<file path="src/design/uart_frame_consts.vh">
`ifndef UART_FRAME_CONSTS_VH
`define UART_FRAME_CONSTS_VH

// ------------------------------------------------------------
// Register offsets
// ------------------------------------------------------------
`define OFS_FMT      3'h0
`define OFS_CTRL     3'h1
`define OFS_TXDATA   3'h2
`define OFS_RXDATA   3'h3
`define OFS_STATUS   3'h4
`define OFS_BAUD     3'h5

// ------------------------------------------------------------
// Format register fields
// ------------------------------------------------------------
`define FMT_PTYPE    0
`define FMT_PEN      1
`define FMT_ILT      2
`define FMT_WAKE     3
`define FMT_LEN9     4
`define FMT_RESET    8'h00

// ------------------------------------------------------------
// Control register fields
// ------------------------------------------------------------
`define CTL_RWU      0
`define CTL_M10      1
`define CTL_SCEN     2
`define CTL_TXEN     3
`define CTL_RXEN     4
`define CTL_RESET    8'h00

// ------------------------------------------------------------
// Status register fields
// ------------------------------------------------------------
`define ST_RXFULL    0
`define ST_PERR      1
`define ST_IDLE      2
`define ST_TXFULL    3
`define ST_TXBUSY    4
`define ST_RXBUSY    5
`define ST_TXEMPTY   6

// ------------------------------------------------------------
// Timing
// ------------------------------------------------------------
`define BAUD_RESET   16'h015B

`endif

</file>
<file path="src/design/uart_frame.v">
`timescale 1ns/100ps
`default_nettype none
`include "uart_frame_consts.vh"

// ------------------------------------------------------------
// Transmit FIFO
// ------------------------------------------------------------
module frame_fifo #(
    parameter WIDTH = 10,
    parameter DEPTH = 8,
    parameter AW    = 3
) (
    // Clock and reset
    input  wire             clk_i,
    input  wire             rstn_i,
    // Fill side
    input  wire             in_valid_i,
    output wire             in_ready_o,
    input  wire [WIDTH-1:0] in_data_i,
    // Drain side
    output wire             out_valid_o,
    input  wire             out_ready_i,
    output wire [WIDTH-1:0] out_data_o
);
    // Sized copy of the depth; a part-select of a parameter is not portable
    localparam [AW:0] FULL = DEPTH;

    reg  [WIDTH-1:0] mem_reg [0:DEPTH-1];
    reg  [AW-1:0]    wp_reg;
    reg  [AW-1:0]    rp_reg;
    reg  [AW:0]      cnt_reg;
    wire             push;
    wire             pop;

    assign in_ready_o  = (cnt_reg != FULL);
    assign out_valid_o = (cnt_reg != {(AW+1){1'b0}});
    assign out_data_o  = mem_reg[rp_reg];
    assign push        = in_valid_i & in_ready_o;
    assign pop         = out_valid_o & out_ready_i;

    genvar g;
    generate
        for (g = 0; g < DEPTH; g = g + 1) begin : entry
            localparam [AW-1:0] IDX = g;
            always @(posedge clk_i or negedge rstn_i) begin
                if (!rstn_i)
                    mem_reg[g] <= {WIDTH{1'b0}};
                else if (push && wp_reg == IDX)
                    mem_reg[g] <= in_data_i;
            end
        end
    endgenerate

    always @(posedge clk_i or negedge rstn_i) begin
        if (!rstn_i) begin
            wp_reg  <= {AW{1'b0}};
            rp_reg  <= {AW{1'b0}};
            cnt_reg <= {(AW+1){1'b0}};
        end else begin
            if (push)
                wp_reg <= wp_reg + 1'b1;
            if (pop)
                rp_reg <= rp_reg + 1'b1;
            if (push && !pop)
                cnt_reg <= cnt_reg + 1'b1;
            else if (pop && !push)
                cnt_reg <= cnt_reg - 1'b1;
        end
    end
endmodule // frame_fifo

// ------------------------------------------------------------
// Frame format transceiver
// ------------------------------------------------------------
module uart_frame (
    // Clock and reset
    input  wire        REF_CLK_I,
    input  wire        RSTN_I,
    // Register port
    input  wire [2:0]  ADDR_I,
    input  wire [15:0] WDATA_I,
    input  wire        WR_I,
    input  wire        RD_I,
    output reg  [15:0] RDATA_O,
    // Serial line
    input  wire        RXD_I,
    output reg         TXD_O
);
    localparam ST_IDLE  = 2'd0;
    localparam ST_START = 2'd1;
    localparam ST_DATA  = 2'd2;
    localparam ST_STOP  = 2'd3;

    reg  [7:0]  fmt_reg;
    reg  [7:0]  ctl_reg;
    reg  [15:0] baud_reg;
    reg         rx_full_reg;
    reg         perr_reg;
    reg         idle_reg;
    reg  [9:0]  rx_data_reg;
    reg  [1:0]  rx_st_reg;
    reg  [15:0] rx_tmr_reg;
    reg  [3:0]  rx_idx_reg;
    reg  [9:0]  rx_sh_reg;
    reg         rx_par_reg;
    reg         rx_perr_reg;
    reg  [3:0]  idle_cnt_reg;
    reg  [3:0]  idle_cnt_next;
    reg  [1:0]  tx_st_reg;
    reg  [15:0] tx_tmr_reg;
    reg  [3:0]  tx_idx_reg;
    reg  [9:0]  tx_sh_reg;
    reg         tx_par_reg;
    reg  [15:0] rd_next;

    wire        len9     = fmt_reg[`FMT_LEN9];
    wire        pen      = fmt_reg[`FMT_PEN];
    wire        ptype    = fmt_reg[`FMT_PTYPE];
    wire        receiver_wakeup_ctrl      = ctl_reg[`CTL_RWU];
    // Tenth slot exists only with nine data bits and parity on
    wire        ten      = ctl_reg[`CTL_M10] & len9 & pen;
    wire [3:0]  n_slots  = 4'd8 + {3'd0, len9} + {3'd0, ten};
    wire [3:0]  n_data   = n_slots - {3'd0, pen};
    wire [3:0]  idle_thr = n_slots + 4'd2;
    wire        wake_idl = receiver_wakeup_ctrl & ~fmt_reg[`FMT_WAKE];
    wire        ilt_eff  = fmt_reg[`FMT_ILT] & ~wake_idl;
    wire [15:0] half     = {1'b0, baud_reg[15:1]};
    wire        rx_tick  = (rx_tmr_reg == 16'h0000);
    wire        tx_tick  = (tx_tmr_reg == 16'h0000);
    wire        rx_last  = (rx_idx_reg == n_slots - 4'd1);
    wire        tx_last  = (tx_idx_reg == n_slots - 4'd1);
    wire [3:0]  tx_nx    = tx_idx_reg + 4'd1;
    wire [3:0]  cnt_inc  = (idle_cnt_reg == 4'hF) ? idle_cnt_reg : idle_cnt_reg + 4'd1;
    wire        idle_evt = (idle_cnt_next == idle_thr) && (idle_cnt_reg != idle_thr);
    wire        rx_en    = ctl_reg[`CTL_RXEN];
    wire        wr_tx    = WR_I && ADDR_I == `OFS_TXDATA;
    wire        rd_rx    = RD_I && ADDR_I == `OFS_RXDATA;
    wire        fifo_rdy;
    wire        fifo_vld;
    wire [9:0]  fifo_dat;
    wire        tx_pop   = (tx_st_reg == ST_IDLE) & ctl_reg[`CTL_TXEN];
    wire [9:0]  dmask    = ~(10'h3FF << n_data);
    wire        addr_hit = rx_sh_reg[n_data - 4'd1];
    wire        deliver  = (rx_st_reg == ST_STOP) && rx_tick && rx_en && (!receiver_wakeup_ctrl || (fmt_reg[`FMT_WAKE] && addr_hit));

    // Writes to a full FIFO are dropped; software polls the full flag
    frame_fifo #(.WIDTH(10), .DEPTH(8), .AW(3)) u_txq (
        .clk_i       (REF_CLK_I),
        .rstn_i      (RSTN_I),
        .in_valid_i  (wr_tx),
        .in_ready_o  (fifo_rdy),
        .in_data_i   (WDATA_I[9:0]),
        .out_valid_o (fifo_vld),
        .out_ready_i (tx_pop),
        .out_data_o  (fifo_dat)
    );

    // ------------------------------------------------------------
    // Idle counter
    // ------------------------------------------------------------
    always @* begin
        idle_cnt_next = idle_cnt_reg;
        if (rx_tick && rx_en) begin
            case (rx_st_reg)
                ST_IDLE:  idle_cnt_next = RXD_I ? cnt_inc : 4'd0;
                ST_START: idle_cnt_next = 4'd0;
                ST_DATA:  idle_cnt_next = (ilt_eff || !RXD_I) ? 4'd0 : cnt_inc;
                ST_STOP:  idle_cnt_next = (ilt_eff || !RXD_I) ? 4'd0 : cnt_inc;
                default:  idle_cnt_next = 4'd0;
            endcase
        end
    end

    // ------------------------------------------------------------
    // Registers and status
    // ------------------------------------------------------------
    always @(posedge REF_CLK_I or negedge RSTN_I) begin
        if (!RSTN_I) begin
            fmt_reg     <= `FMT_RESET;
            ctl_reg     <= `CTL_RESET;
            baud_reg    <= `BAUD_RESET;
            rx_full_reg <= 1'b0;
            perr_reg    <= 1'b0;
            idle_reg    <= 1'b0;
            rx_data_reg <= 10'h000;
        end else begin
            if (WR_I && ADDR_I == `OFS_FMT)
                fmt_reg <= WDATA_I[7:0];
            if (WR_I && ADDR_I == `OFS_BAUD)
                baud_reg <= WDATA_I;
            // Wakeup clears the bit; a software write in the same cycle wins
            if (idle_evt && wake_idl)
                ctl_reg[`CTL_RWU] <= 1'b0;
            else if (deliver && receiver_wakeup_ctrl)
                ctl_reg[`CTL_RWU] <= 1'b0;
            if (WR_I && ADDR_I == `OFS_CTRL)
                ctl_reg <= WDATA_I[7:0];
            // Write one to clear; a new event in the same cycle wins
            if (WR_I && ADDR_I == `OFS_STATUS && WDATA_I[`ST_PERR])
                perr_reg <= 1'b0;
            if (WR_I && ADDR_I == `OFS_STATUS && WDATA_I[`ST_IDLE])
                idle_reg <= 1'b0;
            if (rd_rx)
                rx_full_reg <= 1'b0;
            if (idle_evt)
                idle_reg <= 1'b1;
            if (deliver) begin
                rx_data_reg <= rx_sh_reg & dmask;
                rx_full_reg <= 1'b1;
                if (rx_perr_reg)
                    perr_reg <= 1'b1;
            end
        end
    end

    // ------------------------------------------------------------
    // Receiver
    // ------------------------------------------------------------
    always @(posedge REF_CLK_I or negedge RSTN_I) begin
        if (!RSTN_I) begin
            rx_st_reg    <= ST_IDLE;
            rx_tmr_reg   <= 16'h0000;
            rx_idx_reg   <= 4'd0;
            rx_sh_reg    <= 10'h000;
            rx_par_reg   <= 1'b0;
            rx_perr_reg  <= 1'b0;
            idle_cnt_reg <= 4'd0;
        end else begin
            idle_cnt_reg <= idle_cnt_next;
            if (!rx_tick)
                rx_tmr_reg <= rx_tmr_reg - 16'h0001;
            if (!rx_en) begin
                rx_st_reg <= ST_IDLE;
            end else begin
                case (rx_st_reg)
                    ST_IDLE: begin
                        if (!RXD_I) begin
                            rx_st_reg  <= ST_START;
                            rx_tmr_reg <= half;
                        end else if (rx_tick) begin
                            rx_tmr_reg <= baud_reg - 16'h0001;
                        end
                    end
                    ST_START: begin
                        if (rx_tick) begin
                            // A high mid-start is a glitch, not a frame
                            rx_st_reg   <= RXD_I ? ST_IDLE : ST_DATA;
                            rx_tmr_reg  <= baud_reg - 16'h0001;
                            rx_idx_reg  <= 4'd0;
                            rx_par_reg  <= 1'b0;
                            rx_perr_reg <= 1'b0;
                        end
                    end
                    ST_DATA: begin
                        if (rx_tick) begin
                            rx_tmr_reg            <= baud_reg - 16'h0001;
                            rx_sh_reg[rx_idx_reg] <= RXD_I;
                            rx_idx_reg            <= rx_idx_reg + 4'd1;
                            if (rx_idx_reg < n_data)
                                rx_par_reg <= rx_par_reg ^ RXD_I;
                            else if (RXD_I != (rx_par_reg ^ ptype))
                                rx_perr_reg <= 1'b1;
                            if (rx_last)
                                rx_st_reg <= ST_STOP;
                        end
                    end
                    ST_STOP: begin
                        if (rx_tick) begin
                            rx_st_reg  <= ST_IDLE;
                            rx_tmr_reg <= baud_reg - 16'h0001;
                        end
                    end
                    default: rx_st_reg <= ST_IDLE;
                endcase
            end
        end
    end

    // ------------------------------------------------------------
    // Transmitter
    // ------------------------------------------------------------
    always @(posedge REF_CLK_I or negedge RSTN_I) begin
        if (!RSTN_I) begin
            tx_st_reg  <= ST_IDLE;
            tx_tmr_reg <= 16'h0000;
            tx_idx_reg <= 4'd0;
            tx_sh_reg  <= 10'h000;
            tx_par_reg <= 1'b0;
            TXD_O      <= 1'b1;
        end else begin
            if (!tx_tick)
                tx_tmr_reg <= tx_tmr_reg - 16'h0001;
            case (tx_st_reg)
                ST_IDLE: begin
                    TXD_O <= 1'b1;
                    if (tx_pop && fifo_vld) begin
                        tx_sh_reg  <= fifo_dat;
                        tx_st_reg  <= ST_START;
                        tx_tmr_reg <= baud_reg - 16'h0001;
                        TXD_O      <= 1'b0;
                    end
                end
                ST_START: begin
                    if (tx_tick) begin
                        tx_st_reg  <= ST_DATA;
                        tx_idx_reg <= 4'd0;
                        tx_tmr_reg <= baud_reg - 16'h0001;
                        TXD_O      <= tx_sh_reg[0];
                        tx_par_reg <= tx_sh_reg[0];
                    end
                end
                ST_DATA: begin
                    if (tx_tick) begin
                        tx_tmr_reg <= baud_reg - 16'h0001;
                        tx_idx_reg <= tx_nx;
                        if (tx_last) begin
                            tx_st_reg <= ST_STOP;
                            TXD_O     <= 1'b1;
                        end else if (pen && tx_nx == n_slots - 4'd1) begin
                            TXD_O <= tx_par_reg ^ ptype;
                        end else begin
                            TXD_O      <= tx_sh_reg[tx_nx];
                            tx_par_reg <= tx_par_reg ^ tx_sh_reg[tx_nx];
                        end
                    end
                end
                ST_STOP: begin
                    if (tx_tick)
                        tx_st_reg <= ST_IDLE;
                end
                default: tx_st_reg <= ST_IDLE;
            endcase
        end
    end

    // ------------------------------------------------------------
    // Read port
    // ------------------------------------------------------------
    always @* begin
        rd_next = 16'h0000;
        case (ADDR_I)
            `OFS_FMT:    rd_next = {8'h00, fmt_reg};
            `OFS_CTRL:   rd_next = {8'h00, ctl_reg};
            `OFS_RXDATA: rd_next = {6'h00, rx_data_reg};
            `OFS_STATUS: rd_next = {9'h000, !fifo_vld, rx_st_reg != ST_IDLE, tx_st_reg != ST_IDLE,
                                    !fifo_rdy, idle_reg, perr_reg, rx_full_reg};
            `OFS_BAUD:   rd_next = baud_reg;
            default:     rd_next = 16'h0000;
        endcase
    end

    always @(posedge REF_CLK_I or negedge RSTN_I) begin
        if (!RSTN_I)
            RDATA_O <= 16'h0000;
        else
            RDATA_O <= RD_I ? rd_next : 16'h0000;
    end
endmodule // uart_frame
`default_nettype wire

</file>
<file path="config.mk">
export PLATFORM = sky130hd
export DESIGN_NAME = uart_frame
export DESIGN_NICKNAME = d
export VERILOG_FILES = /design/src/design/uart_frame.v
export VERILOG_INCLUDE_DIRS = /design/src /design/src/design
export SDC_FILE = /design/constraint.sdc
export NUM_CORES = 1
export LEC_CHECK = 0
export BUFFER_PORTS_ARGS = -buffer_cell sky130_fd_sc_hd__buf_4
export CORE_ASPECT_RATIO = 2
export CORE_MARGIN = 1.5
export CORE_UTILIZATION = 35
export CTS_CLUSTER_DIAMETER = 100
export DETAILED_ROUTE_END_ITERATION = 12
export RECOVER_POWER = 50
export SLEW_MARGIN = 20
export SYNTH_ARGS = -nofsm -noshare
export SYNTH_HDL_FRONTEND = slang
export SYNTH_SLANG_ARGS = --single-unit
</file>
<file path="constraint.sdc">
create_clock -name REF_CLK_I -period 3.1 [get_ports REF_CLK_I]
set_input_delay 0.62 -clock REF_CLK_I [delete_from_list [all_inputs] [get_ports REF_CLK_I]]
set_output_delay 0.62 -clock REF_CLK_I [all_outputs]
set_load 0.02 [all_outputs]
</file>
==> impl_metrics.json, run 1 <==
{
  "status": "finished, violations left",
  "violations": "max-capacitance violations, max-slew violations",
  "syn-instance-count": 1024,
  "slowest_stage": "dfrtp_2",
  "n_fill_cell": 3221,
  "path_cells": "nand3_4 > ha_4 > xor2_2 > inv_2 > ha_1 > inv_1 > ha_1 > mux4_2 > o2111ai_1 > o211ai_1 > a21boi_4 > nor2_4 > buf_4 > a22o_1",
  "critPathLaunchType": "register",
  "synth_edf_count": 0,
  "fmax_mhz": 336.5,
  "synthTopCellsByArea": "dfrtp_1 (46%), mux2_2 (11%), mux4_2 (5.4%), ha_1 (3.5%), nand2_1 (3.0%)",
  "gp_congestion": 0.8250,
  "via_count": 8291,
  "clkTransAtPathRegs_ns": 0.07,
  "crit_top_cell": "ha_1",
  "syn_to_final_growth_pct": 14.19,
  "cts_inserted_buffers": 21,
  "maxSlewViolCount": 79,
  "hold_ws_ns": 0.3320,
  "ir_drop_uv": 372.7,
  "ctsHoldBuffers": 0,
  "grt_pass1_vias": 9018,
  "nets": 1144,
  "avgSynthCellArea_um2": 11.40,
  "critPathTopFamily": "adder cells",
  "io_buffers": 40,
  "clk_path_buf_depth": 3,
  "p_leak_nw": 5.856,
  "power.total_mw": 10.52,
  "drive_above_1_share_pct": 26.82,
  "synthArstFlopShare_pct": 100.0,
  "finalSetupTns_ns": 0,
  "fin_util_pct": 40.49,
  "finalCritPeriodShare_pct": 95.85,
  "relSlewSlack_pct": -35.84,
  "start_util_pct": 35.46,
  "firstDrtPassIters": 4,
  "yosysUniqueCellTypes": 75,
  "path_max_fanout": 8,
  "dieArea_um2": 34530,
  "rows": 94,
  "tightest_slew_ns": 2.038,
  "hpwl_um": 22810,
  "grt_max_degree": 80,
  "via_per_inst": 5.412,
  "cp.required_ns": 3.49,
  "grt_overflow": 0,
  "drv_cap": 1,
  "clock_latency_ns": 0.52,
  "largest_register_ffs": 80,
  "coreArea_um2": 32930,
  "antenna_found_initial": 0,
  "routed_wl_um": 30410,
  "grt_pass1_wl_um": 48210,
  "syn_area_um2": 11680,
  "crit_type": "register to register",
  "worstPathArrival_ns": 3.37,
  "finalInstanceArea_um2": 13330,
  "post_drt_wl_per_cell_um": 19.85,
  "slowest_delay_ns": 0.43,
  "synth_warnings": 0,
  "die_h_um": 261.3,
  "place_area_um2": 12680,
  "fin_ws_ns": 0.1286,
  "antenna_left": 0,
  "grt_usage_pct": 17.91,
  "yosysTopAreaCell": "dfrtp_1",
  "setup_violations": 0,
  "synthDominantCellAreaShare_pct": 46.29,
  "drcViolationCount": 0,
  "cts_tree": "built",
  "path_buf_inv": 3,
  "cp-end-kind": "register",
  "skew_ns": 0.01746,
  "final_cells": 1532,
  "period_minus_slack_ns": 2.971,
  "synth-seq-area-share_pct": 47.87,
  "dp.cells": 1491,
  "pre_cts_slack_ns": 0.05009,
  "synth_nets": 1082,
  "hold_violations": 0,
  "numClockSinks": 223,
  "power_density_nw_per_um2": 788.7,
  "ys_ff_latch": 223,
  "io_pins": 41,
  "synth-main-ff-cell": "dfrtp_1",
  "die_w_um": 132.2,
  "min_path_type": "primary input to register",
  "htreeDepth": 1,
  "dr.first_iter.drc_count": 408,
  "diodes": 0,
  "clock-root-buffer": "clkbuf_16"
}
[layout make-up]
cell class	instances	area, µm²	area share (%)
sequential	223	5592	41.94
tap	432	540.5	4.054
multi-input combinational	724	5813	43.60
clock buffer	36	631.9	4.739
inverter	30	112.6	0.8446
timing repair buffer	86	638.1	4.786
clock inverter	1	5.005	0.03754
[cells by family after synthesis]
family          count (synthesis)  share of synthesized area (%)
buf+inv                        77                          2.679
fa+ha+maj                      34                          3.708
xor+xnor                       56                          4.201
compound gates                174                          9.805
mux                           174                          19.45
flops                         223                          47.87
simple gates                  286                          12.29
[Yosys cell counts (15+ instances only)]
| library cell | number |
|---|---|
| a21oi_1 | 25 |
| clkbuf_1 | 40 |
| dfrtp_1 | 216 |
| ha_1 | 33 |
| inv_1 | 25 |
| mux2_2 | 119 |
| mux2i_1 | 21 |
| mux4_2 | 28 |
| nand2_1 | 94 |
| nand3_1 | 35 |
| nor2_1 | 49 |
| nor2b_1 | 15 |
| nor3_1 | 19 |
| o21ai_0 | 53 |
| o22ai_1 | 15 |
| xnor2_1 | 39 |
| xor2_1 | 17 |
[final timing paths]
path                                  start                end  slack [ns]  cells after the start
worst min-delay path            WDATA_I[12]       baud_reg[12]        0.33                      2
max in group asynchronous            RSTN_I  u_txq.mem_reg[47]        0.70                      2
min in group asynchronous            RSTN_I  u_txq.mem_reg[48]        0.67                      1
worst max register to register   fmt_reg[4]           perr_reg        0.13                     14
worst min register to register        TXD_O              TXD_O        0.47                      2
worst max-delay path             fmt_reg[4]           perr_reg        0.13                     14
[report_power, final]
group | switching (mW) | internal [mW]
Clock | 1.11 | 1.38
Sequential | 0.789 | 3.71
Combinational | 1.70 | 1.82
Total | 3.60 | 6.92
[layout by cell type (no fill, tap or decap), types with 5 or more instances in the layout]
| master | count |
|---|---|
| and2_1 | 11 |
| nand2b_1 | 8 |
| nor2_1 | 49 |
| a21oi_1 | 25 |
| dfrtp_1 | 214 |
| nand3_1 | 34 |
| a22o_1 | 7 |
| nor4_1 | 13 |
| o2bb2ai_1 | 9 |
| clkbuf_1 | 12 |
| nor3_1 | 19 |
| xor2_1 | 16 |
| o22ai_1 | 15 |
| mux4_2 | 28 |
| a22oi_1 | 10 |
| ha_1 | 32 |
| o31ai_1 | 7 |
| buf_4 | 78 |
| inv_1 | 24 |
| nor3b_1 | 7 |
| clkbuf_8 | 5 |
| mux2i_1 | 21 |
| nor2b_1 | 15 |
| a21boi_0 | 6 |
| xnor2_1 | 39 |
| clkbuf_16 | 21 |
| a21o_1 | 5 |
| dfstp_2 | 7 |
| o21ai_0 | 53 |
| mux2_4 | 6 |
| or3_1 | 5 |
| nand2_1 | 94 |
| clkbuf_2 | 5 |
| mux2_2 | 119 |
[metal layers]
layer | vias up | global-route usage (%) | routed length, µm
met5 | - | 0 | 0
met4 | 0 | 12.28 | 2012
met3 | 103 | 1.781 | 899
met2 | 191 | 35.95 | 17200
met1 | 4163 | 16.73 | 10300
li1 | 3834 | - | -
[timing repair]
item / in CTS / in global routing
resized for setup: 0 / 5
endpoints found under the setup margin: 0 / 7
buffers inserted: 0 / 4
Note: power is estimated with default switching activity, not from simulation.
==> inputs of run 2 (changes only) <==
--- a/config.mk
+++ b/config.mk
@@ -12,6 +12,7 @@
 export CORE_UTILIZATION = 35
 export CTS_CLUSTER_DIAMETER = 100
 export DETAILED_ROUTE_END_ITERATION = 12
+export PLACE_DENSITY_LB_ADDON = 0.25
 export RECOVER_POWER = 50
 export SLEW_MARGIN = 20
 export SYNTH_ARGS = -nofsm -noshare
==> impl_metrics.json, run 2 (synthesized netlist as in run 1, its figures left out) <==
{
  "status": "finished, violations left",
  "violations": "max-capacitance violations, max-slew violations",
  "via_per_inst": 5.268,
  "via_count": 8039,
  "clock_latency_ns": 0.53,
  "ctsHoldBuffers": 0,
  "cts_setup_buffers": 0,
  "clk_path_buf_depth": 3,
  "power_density_nw_per_um2": 814.7,
  "final_cell_mix": "dfrtp_1 (215), mux2_2 (119), nand2_1 (94)",
  "final_cells": 1526,
  "p_comb_share_pct": 32.2,
  "dieArea_um2": 34530,
  "grt_max_degree": 81,
  "grt_pass1_vias": 8450,
  "tightest_slew_ns": 2.054,
  "critPathTopFamily": "adder cells",
  "rows": 94,
  "crit_top_cell": "ha_1",
  "antenna_found_initial": 0,
  "grt_use_met1_pct": 17.84,
  "crit_type": "register to register",
  "clkTransAtPathRegs_ns": 0.07,
  "nets": 1136,
  "cts_inserted_buffers": 22,
  "io_pins": 41,
  "dr.first_iter.drc_count": 372,
  "firstDrtPassIters": 6,
  "largest_register_ffs": 80,
  "relSlewSlack_pct": -36.96,
  "maxSlewViolCount": 80,
  "grt_pass1_wl_um": 47430,
  "grt_usage_pct": 17.76,
  "hpwl_um": 22200,
  "cts_resized": 0,
  "p_seq_share_pct": 40.2,
  "grt_use_met3_pct": 1.878,
  "switching_power_mw": 3.623,
  "p_leak_nw": 5.896,
  "drive_above_1_share_pct": 26.78,
  "cts_tree": "built",
  "clockPowerShare_pct": 27.6,
  "p_int_mw": 7.330,
  "htreeDepth": 1,
  "mostFrequentLayoutCell": "dfrtp_1",
  "dp.cells": 1485,
  "cp-end-kind": "register",
  "syn_to_final_growth_pct": 15.14,
  "period_minus_slack_ns": 2.929,
  "routed_wl_um": 30090,
  "path_cells": "nand3_2 > ha_4 > xor2_2 > inv_2 > ha_1 > inv_1 > ha_1 > mux4_2 > o2111ai_1 > o211ai_1 > a21boi_4 > nor2_2 > mux2_4",
  "drcViolationCount": 0,
  "setup_violations": 0,
  "io_buffers": 40,
  "grt-busiest-layer": "met2",
  "cp.required_ns": 3.50,
  "slowest_delay_ns": 0.40,
  "slowest_stage": "dfrtp_1",
  "diodes": 0,
  "ir_drop_uv": 483.1,
  "critPathLaunchType": "register",
  "finalCritPeriodShare_pct": 94.50,
  "hold_violations": 0,
  "path_max_fanout": 4,
  "skew_ns": 0.02136,
  "coreArea_um2": 32930,
  "gp_congestion": 0.8117,
  "swShare_pct": 33.08,
  "start_util_pct": 35.46,
  "worstPathArrival_ns": 3.33,
  "finalSetupTns_ns": 0,
  "numClockSinks": 223,
  "fmax_mhz": 341.4,
  "post_drt_wl_per_cell_um": 19.72,
  "rsz0062_at_grt": "false",
  "die_w_um": 132.2,
  "min_path_type": "primary input to register",
  "antenna_left": 0,
  "clock-root-buffer": "clkbuf_16",
  "grt_overflow": 0,
  "drv_cap": 1,
  "path_buf_inv": 2,
  "die_h_um": 261.3,
  "met2_usage_pct": 36.14
}
==> run 2: metal layers <==
metal | vias to the layer above | wire (µm) | part of all wire, %
li1 | 3804 | - | -
met3 | 63 | 791 | 2.6
met4 | 0 | 1287 | 4.3
met5 | - | 0 | 0
met1 | 4043 | 10840 | 36
met2 | 129 | 17180 | 57
==> run 2: stage by stage <==
step	instance area [µm²]	hold WS (ns)	total power, mW	util [%]	setup WS [ns]
floorplan	11690	0.3244	6.906	-	0.02633
global placement	12650	0.4615	7.920	38.40	0.1715
detailed placement	12650	0.4651	8.015	38.40	0.1165
CTS	13470	0.08606	11.09	40.90	0.09513
global route	13440	0.3028	11.62	40.82	0.005316
finish	13440	0.3181	10.95	40.82	0.1705
==> run 2: worst paths after layout <==
| check | slack, ns | startpoint | endpoint | depth (start not counted) |
|---|---|---|---|---|
| max in group asynchronous | 0.64 | RSTN_I | rx_par_reg | 2 |
| min in group asynchronous | 0.67 | RSTN_I | u_txq.mem_reg[69] | 1 |
| hold reg to reg | 0.48 | tx_sh_reg[6] | tx_sh_reg[6] | 2 |
| setup / recovery | 0.17 | ctl_reg[1] | rx_data_reg[1] | 13 |
| hold / removal | 0.32 | WDATA_I[12] | baud_reg[12] | 2 |
| setup reg to reg | 0.17 | ctl_reg[1] | rx_data_reg[1] | 13 |
==> run 2: power groups by stage <==
| stage | Clock (mW) | Sequential [mW] | Combinational (mW) |
|---|---|---|---|
| global placement | 0 | 4.42 | 3.50 |
| finish | 3.02 | 4.41 | 3.52 |
| detailed placement | 0 | 4.46 | 3.56 |
| floorplan | 0 | 4.21 | 2.69 |
| CTS | 3.12 | 4.40 | 3.57 |
| global route | 3.20 | 4.51 | 3.90 |
==> run 2: area by class of cell <==
class | instances | area (µm²)
multi-input cells | 725 | 5818
repair buffers | 76 | 561.8
well taps | 432 | 540.5
inverters | 30 | 112.6
clock inverters | 9 | 155.1
fillers | 3198 | 19490
flip-flops and latches | 223 | 5590
clock buffers | 31 | 665.6
==> run 2: worst register-to-register path, cell delays in order (launching register included) <==
cell       delay [ns]
dfrtp_1          0.40
nand3_2          0.14
ha_4             0.31
xor2_2           0.16
inv_2            0.05
ha_1             0.21
inv_1            0.06
ha_1             0.25
mux4_2           0.23
o2111ai_1        0.11
o211ai_1         0.20
a21boi_4         0.12
nor2_2           0.26
mux2_4           0.32
